===== config.mk =====
export PLATFORM = sky130hd
export DESIGN_NAME = dma_channel_regs
export DESIGN_NICKNAME = d
export VERILOG_FILES = /design/src/dma_pkg.sv /design/src/dma_channel_regs.sv
export VERILOG_INCLUDE_DIRS = /design/src /design/src/src
export SDC_FILE = /design/constraint.sdc
export NUM_CORES = 1
export LEC_CHECK = 0
export BUFFER_PORTS_ARGS = -buffer_cell sky130_fd_sc_hd__buf_2
export CORE_MARGIN = 3
export CORE_UTILIZATION = 40
export DETAILED_ROUTE_END_ITERATION = 16
export SKIP_LAST_GASP = 1
export SYNTH_ARGS = -nofsm -noshare
export SYNTH_HDL_FRONTEND = slang
export SYNTH_SLANG_ARGS = --single-unit

===== constraint.sdc =====
create_clock -name clk -period 4.17 [get_ports clk]
set_input_delay 0.834 -clock clk [delete_from_list [all_inputs] [get_ports clk]]
set_output_delay 0.834 -clock clk [all_outputs]
set_load 0.005 [all_outputs]

===== src/dma_consts.svh =====
`ifndef DMA_CONSTS_SVH
`define DMA_CONSTS_SVH

// register byte addresses
`define DMA_OFS_OPER      32'hFFFF86B0
`define DMA_OFS_CH0_SRC   32'hFFFF86C0
`define DMA_OFS_CH0_DST   32'hFFFF86C4
`define DMA_OFS_CH0_CNT   32'hFFFF86C8
`define DMA_OFS_CH0_CTRL  32'hFFFF86CC
`define DMA_OFS_CH1_SRC   32'hFFFF86D0
`define DMA_OFS_CH1_DST   32'hFFFF86D4
`define DMA_OFS_CH1_CNT   32'hFFFF86D8
`define DMA_OFS_CH1_CTRL  32'hFFFF86DC
`define DMA_CH_DECODE_MASK 32'hFFFFFFE3

// channel control fields
`define CTRL_EN         0
`define CTRL_END        1
`define CTRL_SIZE_LO    3
`define CTRL_EDGE       6
`define CTRL_SEL_LO     8
`define CTRL_SRCMODE_LO 12
`define CTRL_DSTMODE_LO 14
`define CTRL_STB_POL    16
`define CTRL_TAKEN_POL  18
`define CTRL_RW_MASK    32'h0007FF7D
`define CTRL_RESET      32'h00000000

// resource select codes for external requests
`define RS_EXT_DUAL    4'h0
`define RS_EXT_DEV_SRC 4'h2
`define RS_EXT_DEV_DST 4'h3

// address mode codes
`define AM_INC 2'h1
`define AM_DEC 2'h2

// shared operation fields
`define OPER_DME   0
`define OPER_NMIF  1
`define OPER_AE    2
`define OPER_RESET 16'h0000

`endif


===== src/dma_pkg.sv =====
package dma_pkg;

  // engine states
  typedef enum logic [1:0]
  {
    ST_IDLE = 2'b01,
    ST_RUN  = 2'b10
  } state_t;

  // register selected by the bus address
  typedef enum logic [5:0]
  {
    SEL_NONE = 6'b000001,
    SEL_OPER = 6'b000010,
    SEL_SRC  = 6'b000100,
    SEL_DST  = 6'b001000,
    SEL_CNT  = 6'b010000,
    SEL_CTRL = 6'b100000
  } regsel_t;

endpackage


===== src/dma_channel_regs.sv =====
`timescale 1ns/1ns
`include "dma_consts.svh"

module dma_channel_regs
  import dma_pkg::*;
(
  input  wire logic        clk,                   // system clock
  input  wire logic        reset_n,               // async reset
  input  wire logic [31:0] regAddr,               // register byte address
  input  wire logic [31:0] regWrData,             // write data
  input  wire logic [1:0]  regWrHalf,             // half enables, 1=upper
  input  wire logic        regWr,                 // write strobe
  input  wire logic        regRd,                 // read strobe
  output logic      [31:0] regRdData,             // read data, next cycle
  input  wire logic        ch0_xfer_request_in,   // channel 0 request pin
  input  wire logic        ch1_xfer_request_in,   // channel 1 request pin
  input  wire logic        addrErrIn,             // address error event
  input  wire logic        nmiIn,                 // nmi event
  output logic             ch0_xfer_strobe_out,   // channel 0 strobe
  output logic             ch1_xfer_strobe_out,   // channel 1 strobe
  output logic             ch0_request_taken_out, // channel 0 sampled
  output logic             ch1_request_taken_out  // channel 1 sampled
);

  // ==========================================================
  // storage
  logic [31:0] srcAddr_r [2];
  logic [31:0] dstAddr_r [2];
  logic [15:0] count_r   [2];
  logic [31:0] ctrl_r    [2];
  logic [1:0]  te_r;
  logic [1:0]  teSeen_r;
  logic        dme_r;
  logic        nmif_r;
  logic        ae_r;
  logic        nmifSeen_r;
  logic        aeSeen_r;
  state_t      state_r;
  logic        curCh_r;
  logic [1:0]  reqS1_r;
  logic [1:0]  reqS2_r;
  logic [1:0]  reqPrev_r;
  logic [1:0]  edgeHit_r;
  logic [1:0]  evS1_r;
  logic [1:0]  evS2_r;
  logic [1:0]  strobe_r;
  logic [1:0]  taken_r;
  logic [31:0] rdData_r;

  // ==========================================================
  // address decode
  regsel_t     sel;
  logic        selCh;

  // unaligned or unlisted addresses select nothing
  always_comb
  begin
    selCh = regAddr[4];
    if (regAddr == `DMA_OFS_OPER)
      sel = SEL_OPER;
    else if ((regAddr & `DMA_CH_DECODE_MASK) == `DMA_OFS_CH0_SRC)
    begin
      if (regAddr[3:2] == 2'h0)
        sel = SEL_SRC;
      else if (regAddr[3:2] == 2'h1)
        sel = SEL_DST;
      else if (regAddr[3:2] == 2'h2)
        sel = SEL_CNT;
      else
        sel = SEL_CTRL;
    end
    else
      sel = SEL_NONE;
  end

  // keep the half not written
  function automatic logic [31:0] mergeHalf(input logic [31:0] old,
                                            input logic [31:0] wd,
                                            input logic [1:0]  en);
    mergeHalf = {en[1] ? wd[31:16] : old[31:16],
                 en[0] ? wd[15:0]  : old[15:0]};
  endfunction

  // ==========================================================
  // request pins and flag events, two flops each
  always_ff @(posedge clk or negedge reset_n)
  begin
    if (!reset_n)
    begin
      reqS1_r   <= 2'h3;
      reqS2_r   <= 2'h3;
      reqPrev_r <= 2'h3;
      evS1_r    <= 2'h0;
      evS2_r    <= 2'h0;
    end
    else
    begin
      reqS1_r   <= {ch1_xfer_request_in, ch0_xfer_request_in};
      reqS2_r   <= reqS1_r;
      reqPrev_r <= reqS2_r;
      evS1_r    <= {addrErrIn, nmiIn};
      evS2_r    <= evS1_r;
    end
  end

  // ==========================================================
  // request detection and arbitration
  logic [1:0]  pending;
  logic [1:0]  eligible;
  logic        grantAny;
  logic        grantCh;
  logic [1:0]  fall;

  always_comb
  begin
    fall = reqPrev_r & ~reqS2_r;
    for (int c = 0; c < 2; c++)
    begin
      // edge mode latches the fall, level mode looks at the pin
      pending[c] = ctrl_r[c][`CTRL_EDGE] ? edgeHit_r[c] : ~reqS2_r[c];
      eligible[c] = pending[c] & ctrl_r[c][`CTRL_EN] & dme_r & ~te_r[c]
                    & ~nmif_r & ~ae_r
                    & (ctrl_r[c][`CTRL_SEL_LO+:4] == `RS_EXT_DUAL
                    |  ctrl_r[c][`CTRL_SEL_LO+:4] == `RS_EXT_DEV_SRC
                    |  ctrl_r[c][`CTRL_SEL_LO+:4] == `RS_EXT_DEV_DST);
    end
    grantAny = (state_r == ST_IDLE) && (eligible != 2'h0);
    grantCh  = !eligible[0];
  end

  // falling-edge latch; a new edge wins over the grant clear
  always_ff @(posedge clk or negedge reset_n)
  begin
    if (!reset_n)
      edgeHit_r <= 2'h0;
    else
      for (int c = 0; c < 2; c++)
        if (fall[c])
          edgeHit_r[c] <= 1'b1;
        else if (grantAny && grantCh == c[0])
          edgeHit_r[c] <= 1'b0;
  end

  // ==========================================================
  // engine: one grant cycle, one strobe cycle per unit
  always_ff @(posedge clk or negedge reset_n)
  begin
    if (!reset_n)
    begin
      state_r <= ST_IDLE;
      curCh_r <= 1'b0;
    end
    else
      case (state_r)
        ST_IDLE:
          if (grantAny)
          begin
            state_r <= ST_RUN;
            curCh_r <= grantCh;
          end
        ST_RUN:
          state_r <= ST_IDLE;
        default:
          state_r <= ST_IDLE;
      endcase
  end

  // pins are registered with their polarity applied
  always_ff @(posedge clk or negedge reset_n)
  begin
    if (!reset_n)
    begin
      strobe_r <= 2'h0;
      taken_r  <= 2'h0;
    end
    else
      for (int c = 0; c < 2; c++)
      begin
        strobe_r[c] <= (grantAny && grantCh == c[0])
                       ^ ctrl_r[c][`CTRL_STB_POL];
        taken_r[c]  <= (grantAny && grantCh == c[0])
                       ^ ctrl_r[c][`CTRL_TAKEN_POL];
      end
  end

  assign ch0_xfer_strobe_out   = strobe_r[0];
  assign ch1_xfer_strobe_out   = strobe_r[1];
  assign ch0_request_taken_out = taken_r[0];
  assign ch1_request_taken_out = taken_r[1];

  // ==========================================================
  // per-channel registers; hardware update wins in its cycle
  logic [31:0] step [2];
  logic [1:0]  runCh;
  logic [1:0]  ignSrc;
  logic [1:0]  ignDst;
  logic [1:0]  teClr;

  always_comb
  begin
    for (int c = 0; c < 2; c++)
    begin
      step[c] = (ctrl_r[c][`CTRL_SIZE_LO+:2] == 2'h0) ? 32'h00000001 :
                (ctrl_r[c][`CTRL_SIZE_LO+:2] == 2'h1) ? 32'h00000002 :
                                                      32'h00000004;
      runCh[c]  = (state_r == ST_RUN) && (curCh_r == c[0]);
      ignSrc[c] = ctrl_r[c][`CTRL_SEL_LO+:4] == `RS_EXT_DEV_SRC;
      ignDst[c] = ctrl_r[c][`CTRL_SEL_LO+:4] == `RS_EXT_DEV_DST;
      teClr[c]  = regWr && sel == SEL_CTRL && selCh == c[0]
                  && regWrHalf[0] && !regWrData[`CTRL_END] && teSeen_r[c];
    end
  end

  // address counters; reset value is a don't-care for software
  always_ff @(posedge clk or negedge reset_n)
  begin
    if (!reset_n)
      for (int c = 0; c < 2; c++)
      begin
        srcAddr_r[c] <= 32'h00000000;
        dstAddr_r[c] <= 32'h00000000;
      end
    else
      for (int c = 0; c < 2; c++)
      begin
        if (runCh[c] && !ignSrc[c]
            && ctrl_r[c][`CTRL_SRCMODE_LO+:2] == `AM_INC)
          srcAddr_r[c] <= srcAddr_r[c] + step[c];
        else if (runCh[c] && !ignSrc[c]
                 && ctrl_r[c][`CTRL_SRCMODE_LO+:2] == `AM_DEC)
          srcAddr_r[c] <= srcAddr_r[c] - step[c];
        else if (!runCh[c] && regWr && sel == SEL_SRC && selCh == c[0])
          srcAddr_r[c] <= mergeHalf(srcAddr_r[c], regWrData,
                                    regWrHalf);
        if (runCh[c] && !ignDst[c]
            && ctrl_r[c][`CTRL_DSTMODE_LO+:2] == `AM_INC)
          dstAddr_r[c] <= dstAddr_r[c] + step[c];
        else if (runCh[c] && !ignDst[c]
                 && ctrl_r[c][`CTRL_DSTMODE_LO+:2] == `AM_DEC)
          dstAddr_r[c] <= dstAddr_r[c] - step[c];
        else if (!runCh[c] && regWr && sel == SEL_DST && selCh == c[0])
          dstAddr_r[c] <= mergeHalf(dstAddr_r[c], regWrData,
                                    regWrHalf);
      end
  end

  // count: zero wraps to 16'hFFFF so it gives 65,536 units
  always_ff @(posedge clk or negedge reset_n)
  begin
    if (!reset_n)
      for (int c = 0; c < 2; c++)
        count_r[c] <= 16'h0000;
    else
      for (int c = 0; c < 2; c++)
        if (runCh[c])
          count_r[c] <= count_r[c] - 16'h0001;
        else if (regWr && sel == SEL_CNT && selCh == c[0]
                 && regWrHalf[0])
          count_r[c] <= regWrData[15:0];
  end

  // channel control; end flag kept apart so only the last unit and a clear touch it
  always_ff @(posedge clk or negedge reset_n)
  begin
    if (!reset_n)
    begin
      for (int c = 0; c < 2; c++)
        ctrl_r[c] <= `CTRL_RESET;
      te_r     <= 2'h0;
      teSeen_r <= 2'h0;
    end
    else
      for (int c = 0; c < 2; c++)
      begin
        if (regWr && sel == SEL_CTRL && selCh == c[0])
          ctrl_r[c] <= mergeHalf(ctrl_r[c], regWrData, regWrHalf)
                       & `CTRL_RW_MASK;
        if (runCh[c] && count_r[c] == 16'h0001)
          te_r[c] <= 1'b1;
        else if (teClr[c])
          te_r[c] <= 1'b0;
        if (regRd && sel == SEL_CTRL && selCh == c[0] && te_r[c])
          teSeen_r[c] <= 1'b1;
        else if (regWr && sel == SEL_CTRL && selCh == c[0])
          teSeen_r[c] <= 1'b0;
      end
  end

  // ==========================================================
  // shared operation register, low half only
  logic        operWr;

  assign operWr = regWr && sel == SEL_OPER && regWrHalf[0];

  // an event in the clearing cycle keeps its flag
  always_ff @(posedge clk or negedge reset_n)
  begin
    if (!reset_n)
    begin
      dme_r      <= 1'b0;
      nmif_r     <= 1'b0;
      ae_r       <= 1'b0;
      nmifSeen_r <= 1'b0;
      aeSeen_r   <= 1'b0;
    end
    else
    begin
      if (operWr)
        dme_r <= regWrData[`OPER_DME];
      if (evS2_r[0])
        nmif_r <= 1'b1;
      else if (operWr && !regWrData[`OPER_NMIF] && nmifSeen_r)
        nmif_r <= 1'b0;
      if (evS2_r[1])
        ae_r <= 1'b1;
      else if (operWr && !regWrData[`OPER_AE] && aeSeen_r)
        ae_r <= 1'b0;
      if (regRd && sel == SEL_OPER)
      begin
        nmifSeen_r <= nmif_r;
        aeSeen_r   <= ae_r;
      end
      else if (operWr)
      begin
        nmifSeen_r <= 1'b0;
        aeSeen_r   <= 1'b0;
      end
    end
  end

  // ==========================================================
  // read path: nine registers, unmapped reads zero
  always_ff @(posedge clk or negedge reset_n)
  begin
    if (!reset_n)
      rdData_r <= 32'h00000000;
    else if (regRd)
    begin
      if (sel == SEL_OPER)
        rdData_r <= {29'h00000000, ae_r, nmif_r, dme_r};
      else if (sel == SEL_SRC)
        rdData_r <= srcAddr_r[selCh];
      else if (sel == SEL_DST)
        rdData_r <= dstAddr_r[selCh];
      else if (sel == SEL_CNT)
        rdData_r <= {16'h0000, count_r[selCh]};
      else if (sel == SEL_CTRL)
        rdData_r <= ctrl_r[selCh] | {30'h00000000, te_r[selCh], 1'b0};
      else
        rdData_r <= 32'h00000000;
    end
    else
      rdData_r <= 32'h00000000;
  end

  assign regRdData = rdData_r;

  // ==========================================================
  // checks
  a_strobe_ch0_grant:
    assert property (@(posedge clk) disable iff (!reset_n)
      (grantAny && !grantCh) |=>
        (ch0_xfer_strobe_out == !$past(ctrl_r[0][`CTRL_STB_POL])))
    else $error("ch0 strobe not active after grant");

  a_taken_with_strobe:
    assert property (@(posedge clk) disable iff (!reset_n)
      (grantAny && grantCh) |=>
        (ch1_request_taken_out != $past(ctrl_r[1][`CTRL_TAKEN_POL]))
        && (state_r == ST_RUN) ##1 (state_r == ST_IDLE))
    else $error("ch1 sampled output missing in strobe cycle");

  a_te_hold_flag:
    assert property (@(posedge clk) disable iff (!reset_n)
      (te_r[0] && !teClr[0]) |=> te_r[0])
    else $error("end flag cleared without read-then-zero");

  a_half_write_keeps:
    assert property (@(posedge clk) disable iff (!reset_n)
      (regWr && sel == SEL_SRC && !selCh && regWrHalf == 2'b01
       && !runCh[0]) |=> ($stable(srcAddr_r[0][31:16])))
    else $error("upper half changed on lower half write");

  a_count_upper_zero:
    assert property (@(posedge clk) disable iff (!reset_n)
      (regRd && sel == SEL_CNT) |=> (regRdData[31:16] == 16'h0000))
    else $error("count upper bits not zero");

  a_src_counts_up:
    assert property (@(posedge clk) disable iff (!reset_n)
      (runCh[0] && !ignSrc[0] && ctrl_r[0][`CTRL_SRCMODE_LO+:2] == `AM_INC)
        |=> (srcAddr_r[0] == $past(srcAddr_r[0]) + $past(step[0])))
    else $error("source address did not step");

  a_dst_ignored:
    assert property (@(posedge clk) disable iff (!reset_n)
      (runCh[0] && ignDst[0]) |=> $stable(dstAddr_r[0]))
    else $error("destination moved while ignored");

  a_fixed_priority:
    assert property (@(posedge clk) disable iff (!reset_n)
      (state_r == ST_IDLE && eligible == 2'b11)
        |=> (state_r == ST_RUN && !curCh_r))
    else $error("channel 1 won over channel 0");

  a_count_end_flag:
    assert property (@(posedge clk) disable iff (!reset_n)
      (runCh[1] && count_r[1] == 16'h0001)
        |=> (te_r[1] && count_r[1] == 16'h0000) ##1 !runCh[1])
    else $error("last unit did not end channel");

endmodule


==> results by group, run 1 <==
Timing
  • Final setup viols: 0
  • Final Hold Vio Count: 0
  • Worst-Margin Slew: 1.28 ns
  • Fin crit share: between 80% and 90%
  • Final worst path period need: between 3 and 4 ns
  • RSZ-0062 raised after global routing: false
  • Achievable frequency: 0.277 GHz
  • Setup TNS: 0 ns
  • Slew headroom: 14.9%
  • Setup Skew: 0.0219 ns
  • WHS: 0.240 ns
  • Max Transition Viols Final: 0

Drt
  • DR pass1 iterations: 6
  • Detailed Route WL: 78.6 mm
  • Vias per cell: 6.67
  • Post-route ant nets: 0
  • Drt initial violations: 2326
  • Remaining DRCs: 0
  • Drt wl/cell: 25.6 um
  • Via count: 20500

Setup path
  • CP Launch Type: register
  • Worst path arrival time: 4.10 ns
  • Worst EP required: around 4.7 ns
  • Critical Path End Type: register
  • Critical path's top delay family: simple AND/OR/NAND/NOR gates
  • FF-to-FF Start: ctrl_r[36]
  • Critical Path Fanout Max: 6
  • Crit path from: ctrl_r[36]
  • R2r setup slk: approximately 0.56 ns
  • R2R depth: 10
  • Worst-path cell chain: nor2_1 > ha_1 > inv_1 > fa_1 > o21bai_1 > or4b_1 > nor3_1 > nand4_1 > mux2i_1 > a221o_1
  • Critical Path Max Stage Delay: approximately 0.64 ns
  • Slowest cell on the critical path: or4b_1
  • R2r endpoint: dstAddr_r[58]
  • WS Path Type: register to register
  • Worst path bufs/invs: 1

Job
  • Max cap viols: 0

CTS
  • Clk sink count: 254
  • Reg clk slew, reported paths: about 0.070 ns
  • Num CTS Buffers: 31
  • # Post-CTS Setup Buffers: 0
  • Clk root buf: clkbuf_16
  • H-tree depth: 1
  • Hold-fix buffers, CTS: 0
  • CTS tree: built
  • PostCTS Resize Cnt: 0
  • Deepest clock path buffer count: 3
  • Worst skew pair latency: 0.62 ns

Logic synthesis
  • Sequential share of the synthesized area: 32.2%
  • Warnings, synthesis: 0
  • Distinct cell type count after synthesis: 92
  • Most common cell in the netlist: dfrtp_1
  • Post-synth EDFFs: 0
  • Primary FF master, synth: dfrtp_1
  • Syn Nets: between 2000 and 3000
  • Area of the mapped netlist: 19800 um2
  • Synth top area cells: dfrtp_1 (31%), nor2_1 (4.4%), o21ai_0 (4.1%), clkbuf_1 (3.6%), a21oi_1 (3.4%)
  • Post-synth top cells: dfrtp_1 (247), nor2_1 (231), clkbuf_1 (191), nand2_1 (172), o21ai_0 (162)
  • Yosys reg bits: around 250
  • Dominant cell type by area after synthesis: dfrtp_1
  • Synth top area share: 31.3%
  • Syn Area/Cell: 8.22 um2
  • Cells after Synth: 2404
  • Async SR Flop Fraction: between 90% and 100%

GRT
  • First-pass GRT wire length: 120 mm
  • Vias in the first global route: 19500
  • Initial antenna violation count: 0
  • Largest net degree at the start of global routing: approximately 110
  • Total gr overflow: 0
  • All-Layer GR Usage: 29.0%

Die
  • Die Height: 228 um
  • Die Wd: 228 um
  • Initial Util: roughly two fifths
  • Core area: 48200 um2
  • Die area: approximately 52000 um2
  • Rows: 80
  • I/O Pins: 110

Layout
  • Multi-input logic area: 12400 um2
  • Antenna Diode Count: 0
  • Area delta synth->final: 11.4%
  • Final instance area: 22000 um2
  • Nets@finish: between 2000 and 2500
  • Finished Layout Cells: roughly 3000
  • Fillers: between 4000 and 5000
  • Register Area: 6360 um2
  • Share of post-route cells with drive strength above 1: between 10% and 20%

Place
  • DP HPWL: 56.9 mm
  • Area of placed instances: 20900 um2
  • Port Buffers: between 100 and 150
  • Post-Place Cells: about 3000
  • GP Congestion: 0.984

Power and ir drop
  • Tot Pwr: 6.00 mW
  • Leak: between 8 and 9 nW
  • Worst VDD drop: a little under 0.0003 V
  • PwrDens: 272 nW/um2

Outcome
  • Outcome: complete, no violations

Worst hold path
  • Hold Crit Class: primary input to async pin
-- logic make-up after synthesis --
kind of cell             share of synthesized area, %
buffers and inverters                            5.52
adder cells (fa/ha/maj)                          2.58
AO/OA/AOI/OAI                                    24.8
multiplexers                                     7.68
XOR/XNOR                                         2.93
flip-flops                                       32.2
AND/OR/NAND/NOR                                  24.2
-- cell type report --
type                            instances  area share, %
Multi-Input combinational cell       1868           56.2
Sequential cell                       254           28.9
Timing Repair Buffer                  179           4.98
Clock buffer                           39           3.98
Tap cell                              656           3.73
Clock inverter                         19           1.22
Inverter                               55          0.938
-- how the worst max path moves through the flow --
stage | endpoint | slack, ns | cells after the start
after CTS | dstAddr_r[58] | 0.62 | 10
after detailed placement | dstAddr_r[26] | 0.46 | 7
final | dstAddr_r[58] | 0.56 | 10
after floorplan | srcAddr_r[22] | 1.04 | 10
after global routing | dstAddr_r[58] | 0.34 | 10
after global placement | dstAddr_r[26] | 0.45 | 7
-- through the flow --
step | setup slack (ns) | utilization [%]
after detailed placement | 0.461 | 43.3
final | 0.562 | 45.6
after global routing | 0.337 | 45.6
after floorplan | 1.04 | -
after CTS | 0.616 | 45.6
after global placement | 0.449 | 43.3
-- routing by layer --
| layer | part of all wire [%] | GRT usage, % | vias up |
|---|---|---|---|
| met5 | 0 | 0 | - |
| met4 | 5.8 | 15.0 | 0 |
| met3 | 9.5 | 5.86 | 217 |
| met2 | 45 | 45.0 | 1140 |
| met1 | 40 | 38.4 | 10100 |
| li1 | - | - | 9056 |
-- sequential cells by signal, indices dropped and copies added (netlist names) --
name	flops
dstAddr_r	64
srcAddr_r	64
ctrl_r	34
count_r	32
regRdData	32
edgeHit_r	2
evS1_r	2
evS2_r	2
reqPrev_r	2
reqS1_r	2
reqS2_r	2
state_r	2
strobe_r	2
taken_r	2
teSeen_r	2
te_r	2
aeSeen_r	1
ae_r	1
curCh_r	1
dme_r	1
nmifSeen_r	1
nmif_r	1
-- where the power goes --
group	leakage (nW)	switching (mW)	total [mW]	internal, mW
Sequential	3.10	0.0319	2.51	2.48
Clock	0.544	1.24	3.05	1.81
Combinational	5.02	0.292	0.432	0.140
-- placed cells by master (no fill, tap or decap), types with 17 or more instances in the layout --
master     count
dfrtp_1      247
nor2_1       231
nand2_1      172
o21ai_0      162
a21oi_1      133
buf_2        107
nand3_1       84
nor3_1        81
buf_4         70
mux2i_1       65
inv_1         55
or3_1         52
a31oi_1       51
nor4_1        50
nand4_1       48
mux2_2        47
xnor2_1       40
a211o_1       37
or4_1         34
o31ai_1       33
o211ai_1      31
clkbuf_16     31
ha_1          28
xor2_1        26
and3_1        24
o22a_1        23
o22ai_1       23
nand2b_1      18
or2_2         18
a221oi_1      17
a221o_1       17
No activity file was read; power rests on OpenSTA's default activity.
==> run 2: changes to the inputs <==
Clock period 4.17 ns to 4.6 ns, I/O delays scaled along.
==> results by group, run 2 (synthesis results as in run 1) <==
Timing
  • Setup Skew: 0.0280 ns (+0.00615 ns)
  • Max Transition Viols Final: 0 (unchanged)
  • Worst Slack Setup Final: 0.888 ns (+0.327 ns)
  • Achievable frequency: 0.269 GHz (-2.8%)
  • WHS: 0.356 ns (+0.116 ns)
  • Final worst path period need: 3.71 ns (+0.103 ns)
  • RSZ-0062 raised after global routing: false
  • Worst-Margin Slew: 1.32 ns (+0.0453 ns)
  • Final setup viols: 0 (unchanged)
  • Fin crit share: 80.7% (-5.8 points)
  • Setup TNS: 0 ns (unchanged)
  • Slew headroom: 11.9% (-3.0 points)
  • Final Hold Vio Count: 0 (unchanged)

CTS
  • Worst skew pair latency: 0.56 ns (-0.06 ns)
  • Num CTS Buffers: 34 (+9.7%)
  • # Post-CTS Setup Buffers: 0 (unchanged)
  • Clk sink count: 254 (unchanged)
  • PostCTS Resize Cnt: 0 (unchanged)
  • Hold-fix buffers, CTS: 0 (unchanged)
  • Deepest clock path buffer count: 3 (unchanged)
  • Reg clk slew, reported paths: 0.06 ns (about the same)
  • H-tree depth: 2 (+1)
  • CTS tree: built
  • Clk root buf: clkbuf_16

Setup path
  • Critical Path End Type: register
  • R2r endpoint: dstAddr_r[52]
  • Critical path's top delay family: simple AND/OR/NAND/NOR gates
  • R2r setup slk: 0.89 ns (+0.33 ns)
  • Worst-path cell chain: nor2_1 > ha_1 > inv_1 > fa_1 > a211oi_1 > nand4b_1 > buf_4 > nor4b_1 > xnor2_1 > a21oi_1 > o211a_1
  • Worst setup path end: dstAddr_r[52]
  • Worst EP required: 5.02 ns (+0.36 ns)
  • R2R depth: 11 (+1)
  • WS Path Type: register to register
  • CP Launch Type: register
  • FF-to-FF Start: ctrl_r[36]
  • Worst path bufs/invs: 2 (+1)
  • Critical Path Fanout Max: 7 (+1)
  • Crit path from: ctrl_r[36]
  • Worst path depth: 11 (+1)
  • Critical Path Max Stage Delay: 0.48 ns (-0.16 ns)
  • Worst path arrival time: 4.13 ns (+0.03 ns)
  • Slowest cell on the critical path: a211oi_1

Layout
  • Fillers: 4714 (unchanged)
  • Share of post-route cells with drive strength above 1: 14.7% (-0.55 points)
  • Final core occ: 45.5% (-0.17 points)
  • Commonest cells after routing, fill and taps aside: dfrtp_1 (247), nor2_1 (231), nand2_1 (172)
  • Final instance area: 21900 um2 (-0.38%)
  • Nets@finish: 2488 (-0.44%)
  • Area delta synth->final: 11.0%
  • Commonest non-fill, non-tap cell in the layout: dfrtp_1
  • Largest regs: dstAddr_r (64), srcAddr_r (64), ctrl_r (34)

Place
  • Setup WS pre-CTS: 0.891 ns (+0.431 ns)
  • GP Congestion: 0.981 (-0.28%)
  • Area of placed instances: 20800 um2 (-0.50%)
  • DP HPWL: 55.7 mm (-2.1%)
  • Port Buffers: 109 (unchanged)

GRT
  • Total gr overflow: 0 (unchanged)
  • Largest net degree at the start of global routing: 106 (-1.9%)
  • Vias in the first global route: 19600 (+0.28%)
  • All-Layer GR Usage: 29.1% (+0.041 points)
  • First-pass GRT wire length: 119 mm (-0.40%)
  • Initial antenna violation count: 4 (+4)

Drt
  • Remaining DRCs: 0 (unchanged)
  • Drt wl/cell: 25.6 um (+0.14%)
  • Drt initial violations: 2724 (+17%)
  • Post-route ant nets: 0 (unchanged)
  • Via count: 20600 (+0.46%)
  • Detailed Route WL: 78.4 mm (-0.18%)
  • Vias per cell: 6.72 (+0.79%)
  • DR pass1 iterations: 6 (unchanged)

Power and ir drop
  • Net Sw Frac: 25.9% (-0.18 points)
  • P_int: 4.07 mW (-8.2%)
  • Clock share of power: 51.5% (+0.6 points)
  • Reg power frac: 41.5% (-0.4 points)
  • Combinational group share of total power: 7.1% (about the same)
  • PwrDens: 250 nW/um2 (-8.0%)
  • Worst VDD drop: 0.000274 V (-7.7%)
  • Leak: 8.61 nW (-0.60%)
  • NetSw: 1.43 mW (-9.0%)

Job
  • Max cap viols: 0 (unchanged)

Die
  • I/O Pins: 110 (unchanged)
  • Initial Util: 41.0% (unchanged)
  • Core area: 48200 um2 (unchanged)
  • Die area: 52100 um2 (unchanged)
  • Rows: 80 (unchanged)
  • Die Wd: 228 um (unchanged)
  • Die Height: 228 um (unchanged)

Outcome
  • Outcome: complete, no violations

Worst hold path
  • Hold Crit Class: register to register
==> run 2: through the flow <==
stage,cells,power [mW]
floorplan,2404,2.50
global placement,2998,2.69
detailed placement,2998,2.70
CTS,3059,5.52
global route,3060,5.64
finish,3060,5.49
==> run 2: final cells by class <==
class                           instances  area, um2  area share (%)
Antenna cell                            1       2.50          0.0114
Clock buffer                           45        952            4.34
Clock inverter                         16        213           0.970
Inverter                               55        206           0.941
Multi-Input combinational cell       1868      12400            56.5
Sequential cell                       254       6360            29.0
Tap cell                              656        821            3.74
Timing Repair Buffer                  165        991            4.52
==> run 2: worst min-delay path by stage <==
stage | endpoint | slack (ns) | from | cells past startpoint
finish | reqS2_r[0] | 0.36 | reqS1_r[0] | 0
floorplan | evS2_r[0] | 0.33 | evS1_r[0] | 0
global placement | evS2_r[0] | 0.33 | evS1_r[0] | 0
CTS | reqS2_r[0] | 0.36 | reqS1_r[0] | 0
detailed placement | evS2_r[0] | 0.35 | evS1_r[0] | 0
global route | reqS2_r[0] | 0.36 | reqS1_r[0] | 0
==> run 2: per-layer routing <==
layer / vias up / part of all wire [%] / GRT usage (%)
met5: - / 0.055 / 0
met4: 6 / 6.0 / 16.2
li1: 9063 / - / -
met3: 253 / 8.6 / 5.78
met2: 1161 / 44 / 44.9
met1: 10100 / 41 / 38.2
==> run 2: power by group through the flow <==
stage / Combinational, mW / Clock, mW / Sequential (mW)
final: 0.389 / 2.83 / 2.28
after global routing: 0.416 / 2.94 / 2.28
after CTS: 0.384 / 2.86 / 2.28
after detailed placement: 0.382 / 0 / 2.32
after global placement: 0.377 / 0 / 2.32
after floorplan: 0.200 / 0 / 2.30
